--- src/mmd_pkg.sv ---
/*
 * Shared constants and types for the memory map decoder: register
 * indices, field positions, address windows, mode codes.
 * Assumes a single 100 MHz clock and an APB register bus.
 */
// Notes on behaviour
// - Reset-latched mode selects map and external access
// - Same on-chip addresses in single and expanded
// - RAM of 192 bytes at 0x0040 after reset
// - Placement moves RAM to page offset 0x040
// - Register block of 64 bytes at 0x0000
// - Placement moves register block to page start
// - Force bits 7..3, all bits 7..0 read zero
// - Mask bits 7..3, bits 2..0 read zero
// - Counter high byte, then low byte next
// - Capture high byte, then low byte next
package mmd_pkg;

   /************************************************
    * Modes
    ************************************************/
   typedef enum logic [1:0] {
      MODE_BOOT,
      MODE_TEST,
      MODE_SINGLE,
      MODE_EXPANDED
   } mmd_mode_e;

   localparam logic [1:0] PINS_BOOT     = 2'h0;
   localparam logic [1:0] PINS_TEST     = 2'h1;
   localparam logic [1:0] PINS_SINGLE   = 2'h2;
   localparam logic [1:0] PINS_EXPANDED = 2'h3;
   localparam logic [1:0] MODE_SETTLE   = 2'h3;

   /************************************************
    * Address windows
    ************************************************/
   localparam logic [11:0] RAM_LOW_FIRST = 12'h040;
   localparam logic [11:0] RAM_LOW_LAST  = 12'h0ff;
   localparam logic [5:0]  REG_SPAN_HI   = 6'h00;
   localparam logic [7:0]  ROM_PAGE      = 8'hbf;
   localparam logic [3:0]  RESET_PAGE    = 4'h0;

   /************************************************
    * Register indices; byte address is four times the index
    ************************************************/
   localparam logic [5:0] IDX_PORT_A    = 6'h00;
   localparam logic [5:0] IDX_PORT_C    = 6'h03;
   localparam logic [5:0] IDX_PORT_B    = 6'h04;
   localparam logic [5:0] IDX_DIR_B     = 6'h06;
   localparam logic [5:0] IDX_DIR_C     = 6'h07;
   localparam logic [5:0] IDX_PORT_D    = 6'h08;
   localparam logic [5:0] IDX_DIR_D     = 6'h09;
   localparam logic [5:0] IDX_FORCE     = 6'h0b;
   localparam logic [5:0] IDX_CMP_MASK  = 6'h0c;
   localparam logic [5:0] IDX_CMP_DATA  = 6'h0d;
   localparam logic [5:0] IDX_COUNT_HI  = 6'h0e;
   localparam logic [5:0] IDX_COUNT_LO  = 6'h0f;
   localparam logic [5:0] IDX_CAP1_HI   = 6'h10;
   localparam logic [5:0] IDX_CAP1_LO   = 6'h11;
   localparam logic [5:0] IDX_CAP2_HI   = 6'h12;
   localparam logic [5:0] IDX_CAP2_LO   = 6'h13;
   localparam logic [5:0] IDX_MODE_STAT = 6'h3c;
   localparam logic [5:0] IDX_PLACEMENT = 6'h3d;

   /************************************************
    * Field layouts and reset values
    ************************************************/
   localparam int          CMP_LSB       = 3;
   localparam int          CMP_MSB       = 7;
   localparam int          RAM_PAGE_LSB  = 4;
   localparam logic [7:0]  PORT_RESET    = 8'h00;
   localparam logic [4:0]  CMP_RESET     = 5'h00;
   localparam logic [15:0] COUNT_RESET   = 16'h0000;

endpackage : mmd_pkg

--- src/mmd_dec_if.sv ---
/*
 * Carries one core address and the placement and mode to the decoder,
 * and the decoded target back. Assumes a purely combinational decoder.
 */
`timescale 1ns/1ps
interface mmd_dec_if;
   import mmd_pkg::*;
   logic [15:0] addr;
   logic [3:0]  ram_page;
   logic [3:0]  reg_page;
   mmd_mode_e   mode;
   logic        hit_regs;
   logic        hit_ram;
   logic        hit_rom;
   logic        hit_ext;
   logic [7:0]  offset;
   modport src  (output addr, ram_page, reg_page, mode,
                 input hit_regs, hit_ram, hit_rom, hit_ext, offset);
   modport sink (input addr, ram_page, reg_page, mode,
                 output hit_regs, hit_ram, hit_rom, hit_ext, offset);
endinterface : mmd_dec_if

--- src/mmd_decode.sv ---
/*
 * Combinational address decoder for the 64 Kbyte space.
 * Assumes placement pages and the latched mode come from the top.
 */
`timescale 1ns/1ps
module mmd_decode
   import mmd_pkg::*;
(
   // Decode request and result
   mmd_dec_if.sink dec
);
   logic in_regs;
   logic in_ram;
   logic in_rom;
   logic expanded;

   always_comb begin
      in_regs  = (dec.addr[15:12] == dec.reg_page) && (dec.addr[11:6] == REG_SPAN_HI);
      in_ram   = (dec.addr[15:12] == dec.ram_page) && (dec.addr[11:0] >= RAM_LOW_FIRST)
                 && (dec.addr[11:0] <= RAM_LOW_LAST);
      in_rom   = (dec.mode == MODE_BOOT) && (dec.addr[15:8] == ROM_PAGE);
      expanded = (dec.mode == MODE_EXPANDED) || (dec.mode == MODE_TEST);
      dec.hit_regs = 1'b0;
      dec.hit_ram  = 1'b0;
      dec.hit_rom  = 1'b0;
      dec.hit_ext  = 1'b0;
      dec.offset   = 8'h00;
      if (in_regs) begin
         dec.hit_regs = 1'b1;
         dec.offset   = {2'b00, dec.addr[5:0]};
      end else if (in_ram) begin
         dec.hit_ram = 1'b1;
         dec.offset  = 8'(dec.addr[11:0] - RAM_LOW_FIRST);
      end else if (in_rom) begin
         dec.hit_rom = 1'b1;
         dec.offset  = dec.addr[7:0];
      end else if (expanded) begin
         dec.hit_ext = 1'b1;
         dec.offset  = dec.addr[7:0];
      end
   end
endmodule : mmd_decode

--- src/mmd_sync.sv ---
/*
 * Two-stage synchroniser for a group of asynchronous levels.
 * Assumes the inputs come from pins outside the clock domain.
 */
`timescale 1ns/1ps
module mmd_sync #(
   parameter int WIDTH = 1
) (
   // Clock and reset
   input  wire logic             clk,
   input  wire logic             rst,
   // Levels
   input  wire logic [WIDTH-1:0] async_in,
   output      logic [WIDTH-1:0] sync_out
);
   typedef struct packed {
      logic [WIDTH-1:0] stage1;
      logic [WIDTH-1:0] stage2;
   } mmd_sync_s;

   mmd_sync_s st_q;
   mmd_sync_s st_d;

   always_comb begin
      st_d        = st_q;
      st_d.stage1 = async_in;
      st_d.stage2 = st_q.stage1;
   end

   always_ff @(posedge clk) begin
      if (rst) begin
         st_q <= '0;
      end else begin
         st_q <= st_d;
      end
   end

   assign sync_out = st_q.stage2;
endmodule : mmd_sync

--- src/mmd_top.sv ---
/*
 * Memory map decoder top: mode latch, placement register, on-chip
 * register block over APB, and registered decode of core addresses.
 * Assumes one 100 MHz clock and a synchronous active-high reset.
 */
// The APB slave port was chosen for this implementation.
`timescale 1ns/1ps
module mmd_top
   import mmd_pkg::*;
(
   // Clock and reset
   input  wire logic        SYS_CLK,
   input  wire logic        SYS_RST,
   // Mode select pins
   input  wire logic        MODE_A,
   input  wire logic        MODE_B,
   // Capture pins
   input  wire logic [1:0]  CAPTURE_IN,
   // APB slave
   input  wire logic        PSEL,
   input  wire logic        PENABLE,
   input  wire logic        PWRITE,
   input  wire logic [7:0]  PADDR,
   input  wire logic [31:0] PWDATA,
   output      logic [31:0] PRDATA,
   output      logic        PREADY,
   output      logic        PSLVERR,
   // Core address
   input  wire logic [15:0] CORE_ADDR,
   // Decoded target
   output      logic        SEL_REGS,
   output      logic        SEL_RAM,
   output      logic        SEL_ROM,
   output      logic        SEL_EXT,
   output      logic        SEL_NONE,
   output      logic [7:0]  LOCAL_OFFSET,
   // Port registers
   output      logic [7:0]  PORT_A_DATA,
   output      logic [7:0]  PORT_B_DATA,
   output      logic [7:0]  PORT_B_DIRECTION,
   output      logic [7:0]  PORT_C_DATA,
   output      logic [7:0]  PORT_C_DIRECTION,
   output      logic [7:0]  PORT_D_DATA,
   output      logic [7:0]  PORT_D_DIRECTION,
   // Timer controls and mode
   output      logic [4:0]  FORCE_COMPARE_BIT,
   output      logic [4:0]  COMPARE1_MASK,
   output      logic [4:0]  COMPARE1_DATA,
   output      logic [1:0]  MODE_LATCHED
);

   /************************************************
    * State
    ************************************************/
   typedef struct packed {
      logic [1:0]  settle;
      logic        mode_taken;
      mmd_mode_e   mode;
      logic [3:0]  ram_page;
      logic [3:0]  reg_page;
      logic [7:0]  port_a;
      logic [7:0]  port_b;
      logic [7:0]  dir_b;
      logic [7:0]  port_c;
      logic [7:0]  dir_c;
      logic [7:0]  port_d;
      logic [7:0]  dir_d;
      logic [4:0]  force_pulse;
      logic [4:0]  cmp_mask;
      logic [4:0]  cmp_data;
      logic [15:0] count;
      logic [15:0] cap1;
      logic [15:0] cap2;
      logic [1:0]  cap_prev;
      logic        pready;
      logic        pslverr;
      logic [31:0] prdata;
      logic        sel_regs;
      logic        sel_ram;
      logic        sel_rom;
      logic        sel_ext;
      logic        sel_none;
      logic [7:0]  offset;
   } mmd_top_s;

   mmd_top_s st_q;
   mmd_top_s st_d;

   logic [3:0] pins_sync;
   logic [5:0] idx;
   logic       aligned;
   logic       mapped;
   logic [7:0] rd_byte;
   logic [7:0] wr_byte;
   logic       setup;
   logic       wr_now;
   logic [1:0] cap_edge;

   /************************************************
    * Synchroniser and decoder
    ************************************************/
   mmd_sync #(
      .WIDTH    (4)
   ) u_sync (
      .clk      (SYS_CLK),
      .rst      (SYS_RST),
      .async_in ({CAPTURE_IN, MODE_B, MODE_A}),
      .sync_out (pins_sync)
   );

   mmd_dec_if dec_bus ();

   mmd_decode u_decode (
      .dec (dec_bus.sink)
   );

   assign dec_bus.addr     = CORE_ADDR;
   assign dec_bus.ram_page = st_q.ram_page;
   assign dec_bus.reg_page = st_q.reg_page;
   assign dec_bus.mode     = st_q.mode;

   /************************************************
    * Register read mux
    ************************************************/
   always_comb begin
      idx      = PADDR[7:2];
      aligned  = (PADDR[1:0] == 2'b00);
      wr_byte  = PWDATA[7:0];
      mapped   = 1'b1;
      rd_byte  = 8'h00;
      if (idx == IDX_PORT_A) begin
         rd_byte = st_q.port_a;
      end else if (idx == IDX_PORT_C) begin
         rd_byte = st_q.port_c;
      end else if (idx == IDX_PORT_B) begin
         rd_byte = st_q.port_b;
      end else if (idx == IDX_DIR_B) begin
         rd_byte = st_q.dir_b;
      end else if (idx == IDX_DIR_C) begin
         rd_byte = st_q.dir_c;
      end else if (idx == IDX_PORT_D) begin
         rd_byte = st_q.port_d;
      end else if (idx == IDX_DIR_D) begin
         rd_byte = st_q.dir_d;
      end else if (idx == IDX_FORCE) begin
         rd_byte = 8'h00;
      end else if (idx == IDX_CMP_MASK) begin
         rd_byte = {st_q.cmp_mask, 3'b000};
      end else if (idx == IDX_CMP_DATA) begin
         rd_byte = {st_q.cmp_data, 3'b000};
      end else if (idx == IDX_COUNT_HI) begin
         rd_byte = st_q.count[15:8];
      end else if (idx == IDX_COUNT_LO) begin
         rd_byte = st_q.count[7:0];
      end else if (idx == IDX_CAP1_HI) begin
         rd_byte = st_q.cap1[15:8];
      end else if (idx == IDX_CAP1_LO) begin
         rd_byte = st_q.cap1[7:0];
      end else if (idx == IDX_CAP2_HI) begin
         rd_byte = st_q.cap2[15:8];
      end else if (idx == IDX_CAP2_LO) begin
         rd_byte = st_q.cap2[7:0];
      end else if (idx == IDX_MODE_STAT) begin
         rd_byte = {5'b00000, st_q.mode_taken, st_q.mode};
      end else if (idx == IDX_PLACEMENT) begin
         rd_byte = {st_q.ram_page, st_q.reg_page};
      end else begin
         mapped = 1'b0;
      end
      if (!aligned) begin
         mapped  = 1'b0;
         rd_byte = 8'h00;
      end
   end

   /************************************************
    * Next state
    ************************************************/
   always_comb begin
      st_d     = st_q;
      setup    = PSEL && !PENABLE;
      wr_now   = PSEL && PENABLE && st_q.pready && PWRITE && mapped;
      cap_edge = pins_sync[3:2] & ~st_q.cap_prev;

      if (!st_q.mode_taken) begin
         if (st_q.settle == MODE_SETTLE) begin
            st_d.mode_taken = 1'b1;
            case (pins_sync[1:0])
               PINS_BOOT: begin
                  st_d.mode = MODE_BOOT;
               end
               PINS_TEST: begin
                  st_d.mode = MODE_TEST;
               end
               PINS_SINGLE: begin
                  st_d.mode = MODE_SINGLE;
               end
               default: begin
                  st_d.mode = MODE_EXPANDED;
               end
            endcase
         end else begin
            st_d.settle = st_q.settle + 2'h1;
         end
      end

      // Free-running counter and captures.
      st_d.count    = st_q.count + 16'h0001;
      st_d.cap_prev = pins_sync[3:2];
      if (cap_edge[0]) begin
         st_d.cap1 = st_q.count;
      end
      if (cap_edge[1]) begin
         st_d.cap2 = st_q.count;
      end

      // APB answers one cycle after setup.
      st_d.force_pulse = CMP_RESET;
      st_d.pready      = setup;
      st_d.pslverr     = setup && !mapped;
      st_d.prdata      = setup ? {24'h000000, rd_byte} : 32'h00000000;

      if (wr_now) begin
         if (idx == IDX_PORT_A) begin
            st_d.port_a = wr_byte;
         end else if (idx == IDX_PORT_C) begin
            st_d.port_c = wr_byte;
         end else if (idx == IDX_PORT_B) begin
            st_d.port_b = wr_byte;
         end else if (idx == IDX_DIR_B) begin
            st_d.dir_b = wr_byte;
         end else if (idx == IDX_DIR_C) begin
            st_d.dir_c = wr_byte;
         end else if (idx == IDX_PORT_D) begin
            st_d.port_d = wr_byte;
         end else if (idx == IDX_DIR_D) begin
            st_d.dir_d = wr_byte;
         end else if (idx == IDX_FORCE) begin
            st_d.force_pulse = wr_byte[CMP_MSB:CMP_LSB];
         end else if (idx == IDX_CMP_MASK) begin
            st_d.cmp_mask = wr_byte[CMP_MSB:CMP_LSB];
         end else if (idx == IDX_CMP_DATA) begin
            st_d.cmp_data = wr_byte[CMP_MSB:CMP_LSB];
         end else if (idx == IDX_PLACEMENT) begin
            st_d.ram_page = wr_byte[7:RAM_PAGE_LSB];
            st_d.reg_page = wr_byte[RAM_PAGE_LSB-1:0];
         end
      end

      // Registered decode of the core address.
      st_d.sel_regs = dec_bus.hit_regs;
      st_d.sel_ram  = dec_bus.hit_ram;
      st_d.sel_rom  = dec_bus.hit_rom;
      st_d.sel_ext  = dec_bus.hit_ext;
      st_d.sel_none = !(dec_bus.hit_regs || dec_bus.hit_ram || dec_bus.hit_rom
                        || dec_bus.hit_ext);
      st_d.offset   = dec_bus.offset;
   end

   /************************************************
    * State register
    ************************************************/
   always_ff @(posedge SYS_CLK) begin
      if (SYS_RST) begin
         st_q            <= '0;
         st_q.mode       <= MODE_SINGLE;
         st_q.ram_page   <= RESET_PAGE;
         st_q.reg_page   <= RESET_PAGE;
         st_q.port_a     <= PORT_RESET;
         st_q.cmp_mask   <= CMP_RESET;
         st_q.count      <= COUNT_RESET;
         st_q.sel_none   <= 1'b1;
      end else begin
         st_q <= st_d;
      end
   end

   /************************************************
    * Outputs
    ************************************************/
   assign PRDATA            = st_q.prdata;
   assign PREADY            = st_q.pready;
   assign PSLVERR           = st_q.pslverr;
   assign SEL_REGS          = st_q.sel_regs;
   assign SEL_RAM           = st_q.sel_ram;
   assign SEL_ROM           = st_q.sel_rom;
   assign SEL_EXT           = st_q.sel_ext;
   assign SEL_NONE          = st_q.sel_none;
   assign LOCAL_OFFSET      = st_q.offset;
   assign PORT_A_DATA       = st_q.port_a;
   assign PORT_B_DATA       = st_q.port_b;
   assign PORT_B_DIRECTION  = st_q.dir_b;
   assign PORT_C_DATA       = st_q.port_c;
   assign PORT_C_DIRECTION  = st_q.dir_c;
   assign PORT_D_DATA       = st_q.port_d;
   assign PORT_D_DIRECTION  = st_q.dir_d;
   assign FORCE_COMPARE_BIT = st_q.force_pulse;
   assign COMPARE1_MASK     = st_q.cmp_mask;
   assign COMPARE1_DATA     = st_q.cmp_data;
   assign MODE_LATCHED      = st_q.mode;

endmodule : mmd_top

--- config.mk ---
export PLATFORM = sky130hd
export DESIGN_NAME = mmd_top
export DESIGN_NICKNAME = d
export VERILOG_FILES = /design/src/mmd_pkg.sv /design/src/mmd_dec_if.sv /design/src/mmd_decode.sv /design/src/mmd_sync.sv /design/src/mmd_top.sv
export SDC_FILE = /design/constraint.sdc
export NUM_CORES = 1
export LEC_CHECK = 0
export BUFFER_PORTS_ARGS = -buffer_cell sky130_fd_sc_hd__buf_2
export CAP_MARGIN = 20
export CORE_MARGIN = 8
export CORE_UTILIZATION = 60
export CTS_BUF_LIST = sky130_fd_sc_hd__clkbuf_4
export DETAILED_ROUTE_END_ITERATION = 8
export PLACE_DENSITY = 0.87
export RECOVER_POWER = 100
export SLEW_MARGIN = 5
export SYNTH_ARGS = -nofsm -noshare
export SYNTH_HDL_FRONTEND = slang
export SYNTH_SLANG_ARGS = --single-unit
--- constraint.sdc ---
create_clock -name SYS_CLK -period 5.46 [get_ports SYS_CLK]
set_clock_uncertainty 0.1 [all_clocks]
set_input_delay 0.819 -clock SYS_CLK [delete_from_list [all_inputs] [get_ports SYS_CLK]]
set_output_delay 0.819 -clock SYS_CLK [all_outputs]
set_load 0.1 [all_outputs]
# After elaboration in Yosys (flattened, before gate mapping)
# Index checks and enable logic that the tools add are counted.
# classes
n_addsub,3
magnitude_cmp,2
n_eq_ne,25
mux,54
bitwise_logic,17
reduce_logical,37
# ops
op,count
$mux W8,21
$eq A6 B4 Y1 const B,7
$mux W1,29
$eq A6 B5 Y1 const B,4
$eq A6 B3 Y1 const B,3
$add A16 B1 Y16 const B,1
$not A1 Y1,15
$eq A6 B6 Y1 const B,2
$ge A12 B7 Y1 const B,1
$le A12 B8 Y1 const B,1
$logic_not A6 Y1,2
$reduce_and A12 Y1,1
$reduce_and A11 Y1,1
$logic_and A1 B1 Y1,10
$reduce_and A10 Y1,1
$reduce_or A10 Y1,1
$eq A4 B4 Y1,2
$eq A8 B8 Y1 const B,1
$reduce_and A8 Y1,1
$sub A8 B7 Y8 const B,1
$reduce_and A7 Y1,1
$eq A2 B2 Y1 const B,3
$eq A6 B2 Y1 const B,1
$logic_not A2 Y1,3
16 further kinds,25
# totals
regBits,189
input_bits,65
out_inout_bits,120
elab_cells,170

# Longest topological paths before layout
# depth
word_depth,23
ltp_mapped,10

# Modules after synthesis
# A second synthesis with hierarchy kept.
# unflattened
cells_unflattened,1016
hier_area_um2,8290.5
# modules_own_cells
module,instances,cells_each,area_per_inst_um2
mmd_top,1,953,7736.2
mmd_decode,1,47,344.1
mmd_sync,1,16,210.2

# Worst setup path after synthesis
# Ideal clock, no wire load.
# synth_timing
path_kind,input to register
from,in PADDR[7]
to,reg st_q (netlist bit PRDATA[3])
setup_time_ps,129
arrival_time_ps,2516
slack_ps,2715
cell_stages,7
path_buffers,2
cell_sequence,clkbuf_1 > or4b_1 > buf_2 > and2_0 > mux4_2 > a211oi_1 > a211oi_1
# synth_via
elab_chain_cells,19
# synth_rtl
item,line,rtl
"start, declared",mmd_top.sv:23,"input wire logic [7:0] PADDR,"
$eq A6 B6 Y1,mmd_top.sv:165,end else if (idx == IDX_PLACEMENT) begin
$mux W8,mmd_top.sv:165,
$mux W8,mmd_top.sv:163,end else if (idx == IDX_MODE_STAT) begin
$mux W8,mmd_top.sv:161,end else if (idx == IDX_CAP2_LO) begin
$mux W8,mmd_top.sv:159,end else if (idx == IDX_CAP2_HI) begin
$mux W8,mmd_top.sv:157,end else if (idx == IDX_CAP1_LO) begin
$mux W8,mmd_top.sv:155,end else if (idx == IDX_CAP1_HI) begin
$mux W8,mmd_top.sv:153,end else if (idx == IDX_COUNT_LO) begin
[3 not listed],-,
$mux W8,mmd_top.sv:145,end else if (idx == IDX_FORCE) begin
$mux W8,mmd_top.sv:143,end else if (idx == IDX_DIR_D) begin
$mux W8,mmd_top.sv:141,end else if (idx == IDX_PORT_D) begin
$mux W8,mmd_top.sv:139,end else if (idx == IDX_DIR_C) begin
$mux W8,mmd_top.sv:137,end else if (idx == IDX_DIR_B) begin
$mux W8,mmd_top.sv:135,end else if (idx == IDX_PORT_B) begin
$mux W8,mmd_top.sv:133,end else if (idx == IDX_PORT_C) begin
$mux W8 *,mmd_top.sv:131,if (idx == IDX_PORT_A) begin
"end signal, assigned",mmd_top.sv:274,st_q <= st_d;
"end, declared",mmd_top.sv:86,mmd_top_s st_q;
# Every way passes the cells marked *; elsewhere a longest branch is shown, timed or not.
# A chain may end at the register's enable or synchronous reset.

# Worst setup path in the final report
# layout_timing
from,in PADDR[2]
to,reg st_q (netlist bit COMPARE1_MASK[0])
# layout_via
elab_chain_cells,22
# layout_rtl
item,line,rtl
$eq A6 B6 Y1,mmd_top.sv:165,
$mux W1,mmd_top.sv:165,
$mux W1,mmd_top.sv:163,
$mux W1,mmd_top.sv:161,
$mux W1,mmd_top.sv:159,
$mux W1,mmd_top.sv:157,
$mux W1,mmd_top.sv:155,
$mux W1,mmd_top.sv:153,
[6 not listed],-,
$mux W1,mmd_top.sv:139,
$mux W1,mmd_top.sv:137,
$mux W1,mmd_top.sv:135,
$mux W1,mmd_top.sv:133,
$mux W1,mmd_top.sv:131,
$mux W1,mmd_top.sv:170,if (!aligned) begin
$logic_and A1 B1 Y1,mmd_top.sv:182,wr_now = PSEL && PENABLE && st_q.pready && PWRITE && mapped;
$reduce_and A10 Y1 (no line) *,-,
# Marks and branches as above.

==> flow_summary.ini <==
[status]
status = complete, but fails checks
violations = max-capacitance violations, max-slew violations

[power_and_ir_drop]
peakVddDrop_v = 0.0001442
p_per_area_mw_per_mm2 = 275.3
leakagePower_nw = 2.884
power_mw = 2.322

[critical_path]
cp_common_cell = buf_4
critPathTopFamily = simple AND/OR/NAND/NOR gates
endpoint_kind = flop
path_buf_inv = 3
required_ps = 5740
cp-start-kind = primary input
reg2reg_depth = 6
r2r_slack_ps = 2850
max_stage_delay_ps = 1000
cpMaxStageDelayCell = nor3_1
r2r-start = PREADY
crit_path_max_fanout = 39
cp_cell_sequence = clkbuf_1 -> buf_4 -> nor3b_1 -> o311ai_0 -> nand4_2 -> buf_4 -> nor3_1 -> mux2i_1 -> nor2_1
worstPathArrival_ps = 4170
crit_type = primary input to flop
r2r-end = COMPARE1_MASK[0]

[placed_design]
placement.io_buffers = 136
place_inst = 1172
hpwl_mm = 16.01
gp_congestion = 0.9877
pre_cts_slack_ps = 1994

[yosys]
synthDistinctLibCells = 69
synthArstFlopShare_pct = 0
yosysWarnings = 0
synthCells = 1013
synth_ff_type = dfxtp_1
synth-seq-area-share_pct = 39.47
synth_edf_count = 0
netlist_area_mm2 = 0.008368
synth_seq_cells = 165
syn_area_per_cell_um2 = 8.261

[routing]
vias = 7215
drt_wl_total_mm = 22.84
antenna_left = 0
post_drt_wl_per_cell_um = 18.95
vias_per_cell = 5.988
drcViolationCount = 0
first_iter_violations = 874
drtPass1Iterations = 6

[clock_network]
cts_made_buffers = 17
cts_resized = 0
cts_tree = done
cts-root-buf = clkbuf_4
ctsHoldBuffers = 0
clk_pin_slew_ps = 130
cts_setup_buffers = 0
clkLatencyLatePin_ps = 560
clockBufferDepth = 2
clock-sinks = 165
cts_max_level = 4

[job]
timing.max_cap.violations = 2

[die]
start_util_pct = 60.76
design.die.area_mm2 = 0.01798
core_mm2 = 0.01377
die_y_um = 134.1
row_count = 43
dieWidth_um = 134.1
ios = 185

[finish]
final_cells = 1205
largest_reg_flops = 53
nets = 1081
largest-register = st_q
layout-drive-gt1-share_pct = 9.366
layout_common_cells = dfxtp_1 (165), nand2_1 (126), clkbuf_1 (99), a21oi_1 (96), nor2_1 (95)
syn2layout_area_growth_pct = 0.7925
layout_commonest_cell = dfxtp_1
antennaDiodeCount = 0

[min_path]
min_from = u_sync.st_d[2]
whs_path_depth = 1
hp-class = flop to flop
whs_endpoint = u_sync.sync_out[2]

[sta]
layout_min_cycle_time_ps = 3886
grt_setup_unrepaired = no
fin_ws_ps = 1574
drv_slew = 145
setup_viol = 0
tightestPinTransition_ps = 2102
finalSetupTns_ps = 0
finalHoldViolCount = 0
post-route-period-util_pct = 71.17
slew-limit-headroom_pct = -40.10
fmax_mhz = 257.3

[global_route]
grt_pass1_wl_mm = 35.56
grt_max_degree = 103
grt_overflow = 0
antenna_found_initial = 0
gr-usage-all-layers_pct = 24.63
grt_pass1_vias = 6688
## cell type report
type / instances / area (um2)
Clock inverter: 12 / 176.4
Fill cell: 1273 / 5339
Tap cell: 180 / 225.2
Clock buffer: 20 / 150.1
Sequential cell: 165 / 3303
Inverter: 12 / 45.04
Timing Repair Buffer: 144 / 614.3
Multi-Input combinational cell: 672 / 3920
## layer usage
metal	global-route usage, %	share of wire [%]	up-vias
li1	-	-	3326
met1	30.89	40	3351
met2	37.25	44	456
met3	7.966	12	82
met4	12.48	4.2	0
met5	0	0	-
## report_power, final
| part | switching [mW] | internal [mW] |
|---|---|---|
| registers | 0.0127 | 1.22 |
| clock network | 0.437 | 0.379 |
| logic | 0.216 | 0.0567 |
| total | 0.666 | 1.66 |
## cell usage after synthesis (3+ instances only)
library cell    n  area share, %
xnor2_1        13            1.4
inv_1          12           0.54
o22ai_1         4           0.30
o221ai_1        9           0.94
or2_2           3           0.22
nor2b_1        19            1.4
nand4b_1        3           0.31
nor3_4          5           0.97
nor2_2          5           0.37
nand3_1        19            1.1
nand2b_1        7           0.52
buf_4         113             10
a211oi_1        5           0.45
clkbuf_1       54            2.4
nor3_1          7           0.42
o21ai_0        54            3.2
xor2_1          9           0.94
nor4_1          4           0.30
nand4_1         5           0.37
nand2_1       126            5.7
mux2i_1        60            7.2
o31ai_1         3           0.27
mux2_2          3           0.40
a21oi_1        96            5.7
nor3b_1         5           0.45
and2_1         16            1.2
a221oi_1        8           0.84
ha_1            4           0.60
a22oi_1         8           0.72
a21o_1          3           0.27
buf_1           8           0.36
and3_1          4           0.30
nor2_1         94            4.2
o2111ai_1       3           0.31
dfxtp_1       165             39
buf_2          10           0.60
## kinds of logic (layout without fill, tap and decap cells)
| kind of cell | count (synthesis) | after routing | synth area share (%) |
|---|---|---|---|
| XOR/XNOR | 22 | 22 | 2.303 |
| multiplexers | 64 | 64 | 7.850 |
| adder cells (fa/ha/maj) | 4 | 4 | 0.5981 |
| flip-flops | 165 | 165 | 39.47 |
| AND/OR/NAND/NOR | 339 | 339 | 19.68 |
| buffers and inverters | 199 | 188 | 14.32 |
| AO/OA/AOI/OAI | 219 | 219 | 15.73 |
| other | 1 | 24 | 0.04481 |
## through the flow
| stage | util (%) | area, um2 | hold slack (ps) |
|---|---|---|---|
| 3_5_place_dp | 59.98 | 8262 | 325.3 |
| 5_1_grt | 61.24 | 8434 | 336.5 |
| 3_3_place_gp | 59.98 | 8262 | 316.5 |
| 4_1_cts | 62.35 | 8588 | 337.8 |
| 2_1_floorplan | - | 8454 | 312.0 |
| 6_report | 61.24 | 8434 | 348.8 |
## how the worst max path moves through the flow
| stage | cells after the start | from | to |
|---|---|---|---|
| floorplan | 7 | PADDR[7] | PRDATA[3] |
| global placement | 9 | PADDR[3] | PORT_B_DIRECTION[0] |
| detailed placement | 9 | PADDR[3] | PORT_B_DIRECTION[3] |
| CTS | 9 | PADDR[3] | PORT_B_DIRECTION[3] |
| global route | 9 | PADDR[2] | COMPARE1_MASK[4] |
| finish | 9 | PADDR[2] | COMPARE1_MASK[0] |
## worst register-to-register path: cells and delay by family (launching register included)
kind / cells / cell delay (ps)
flip-flops: 1 / 350
AND/OR/NAND/NOR: 4 / 1380
buffers and inverters: 1 / 300
multiplexers: 1 / 280
(Power assumes the default switching activity.)
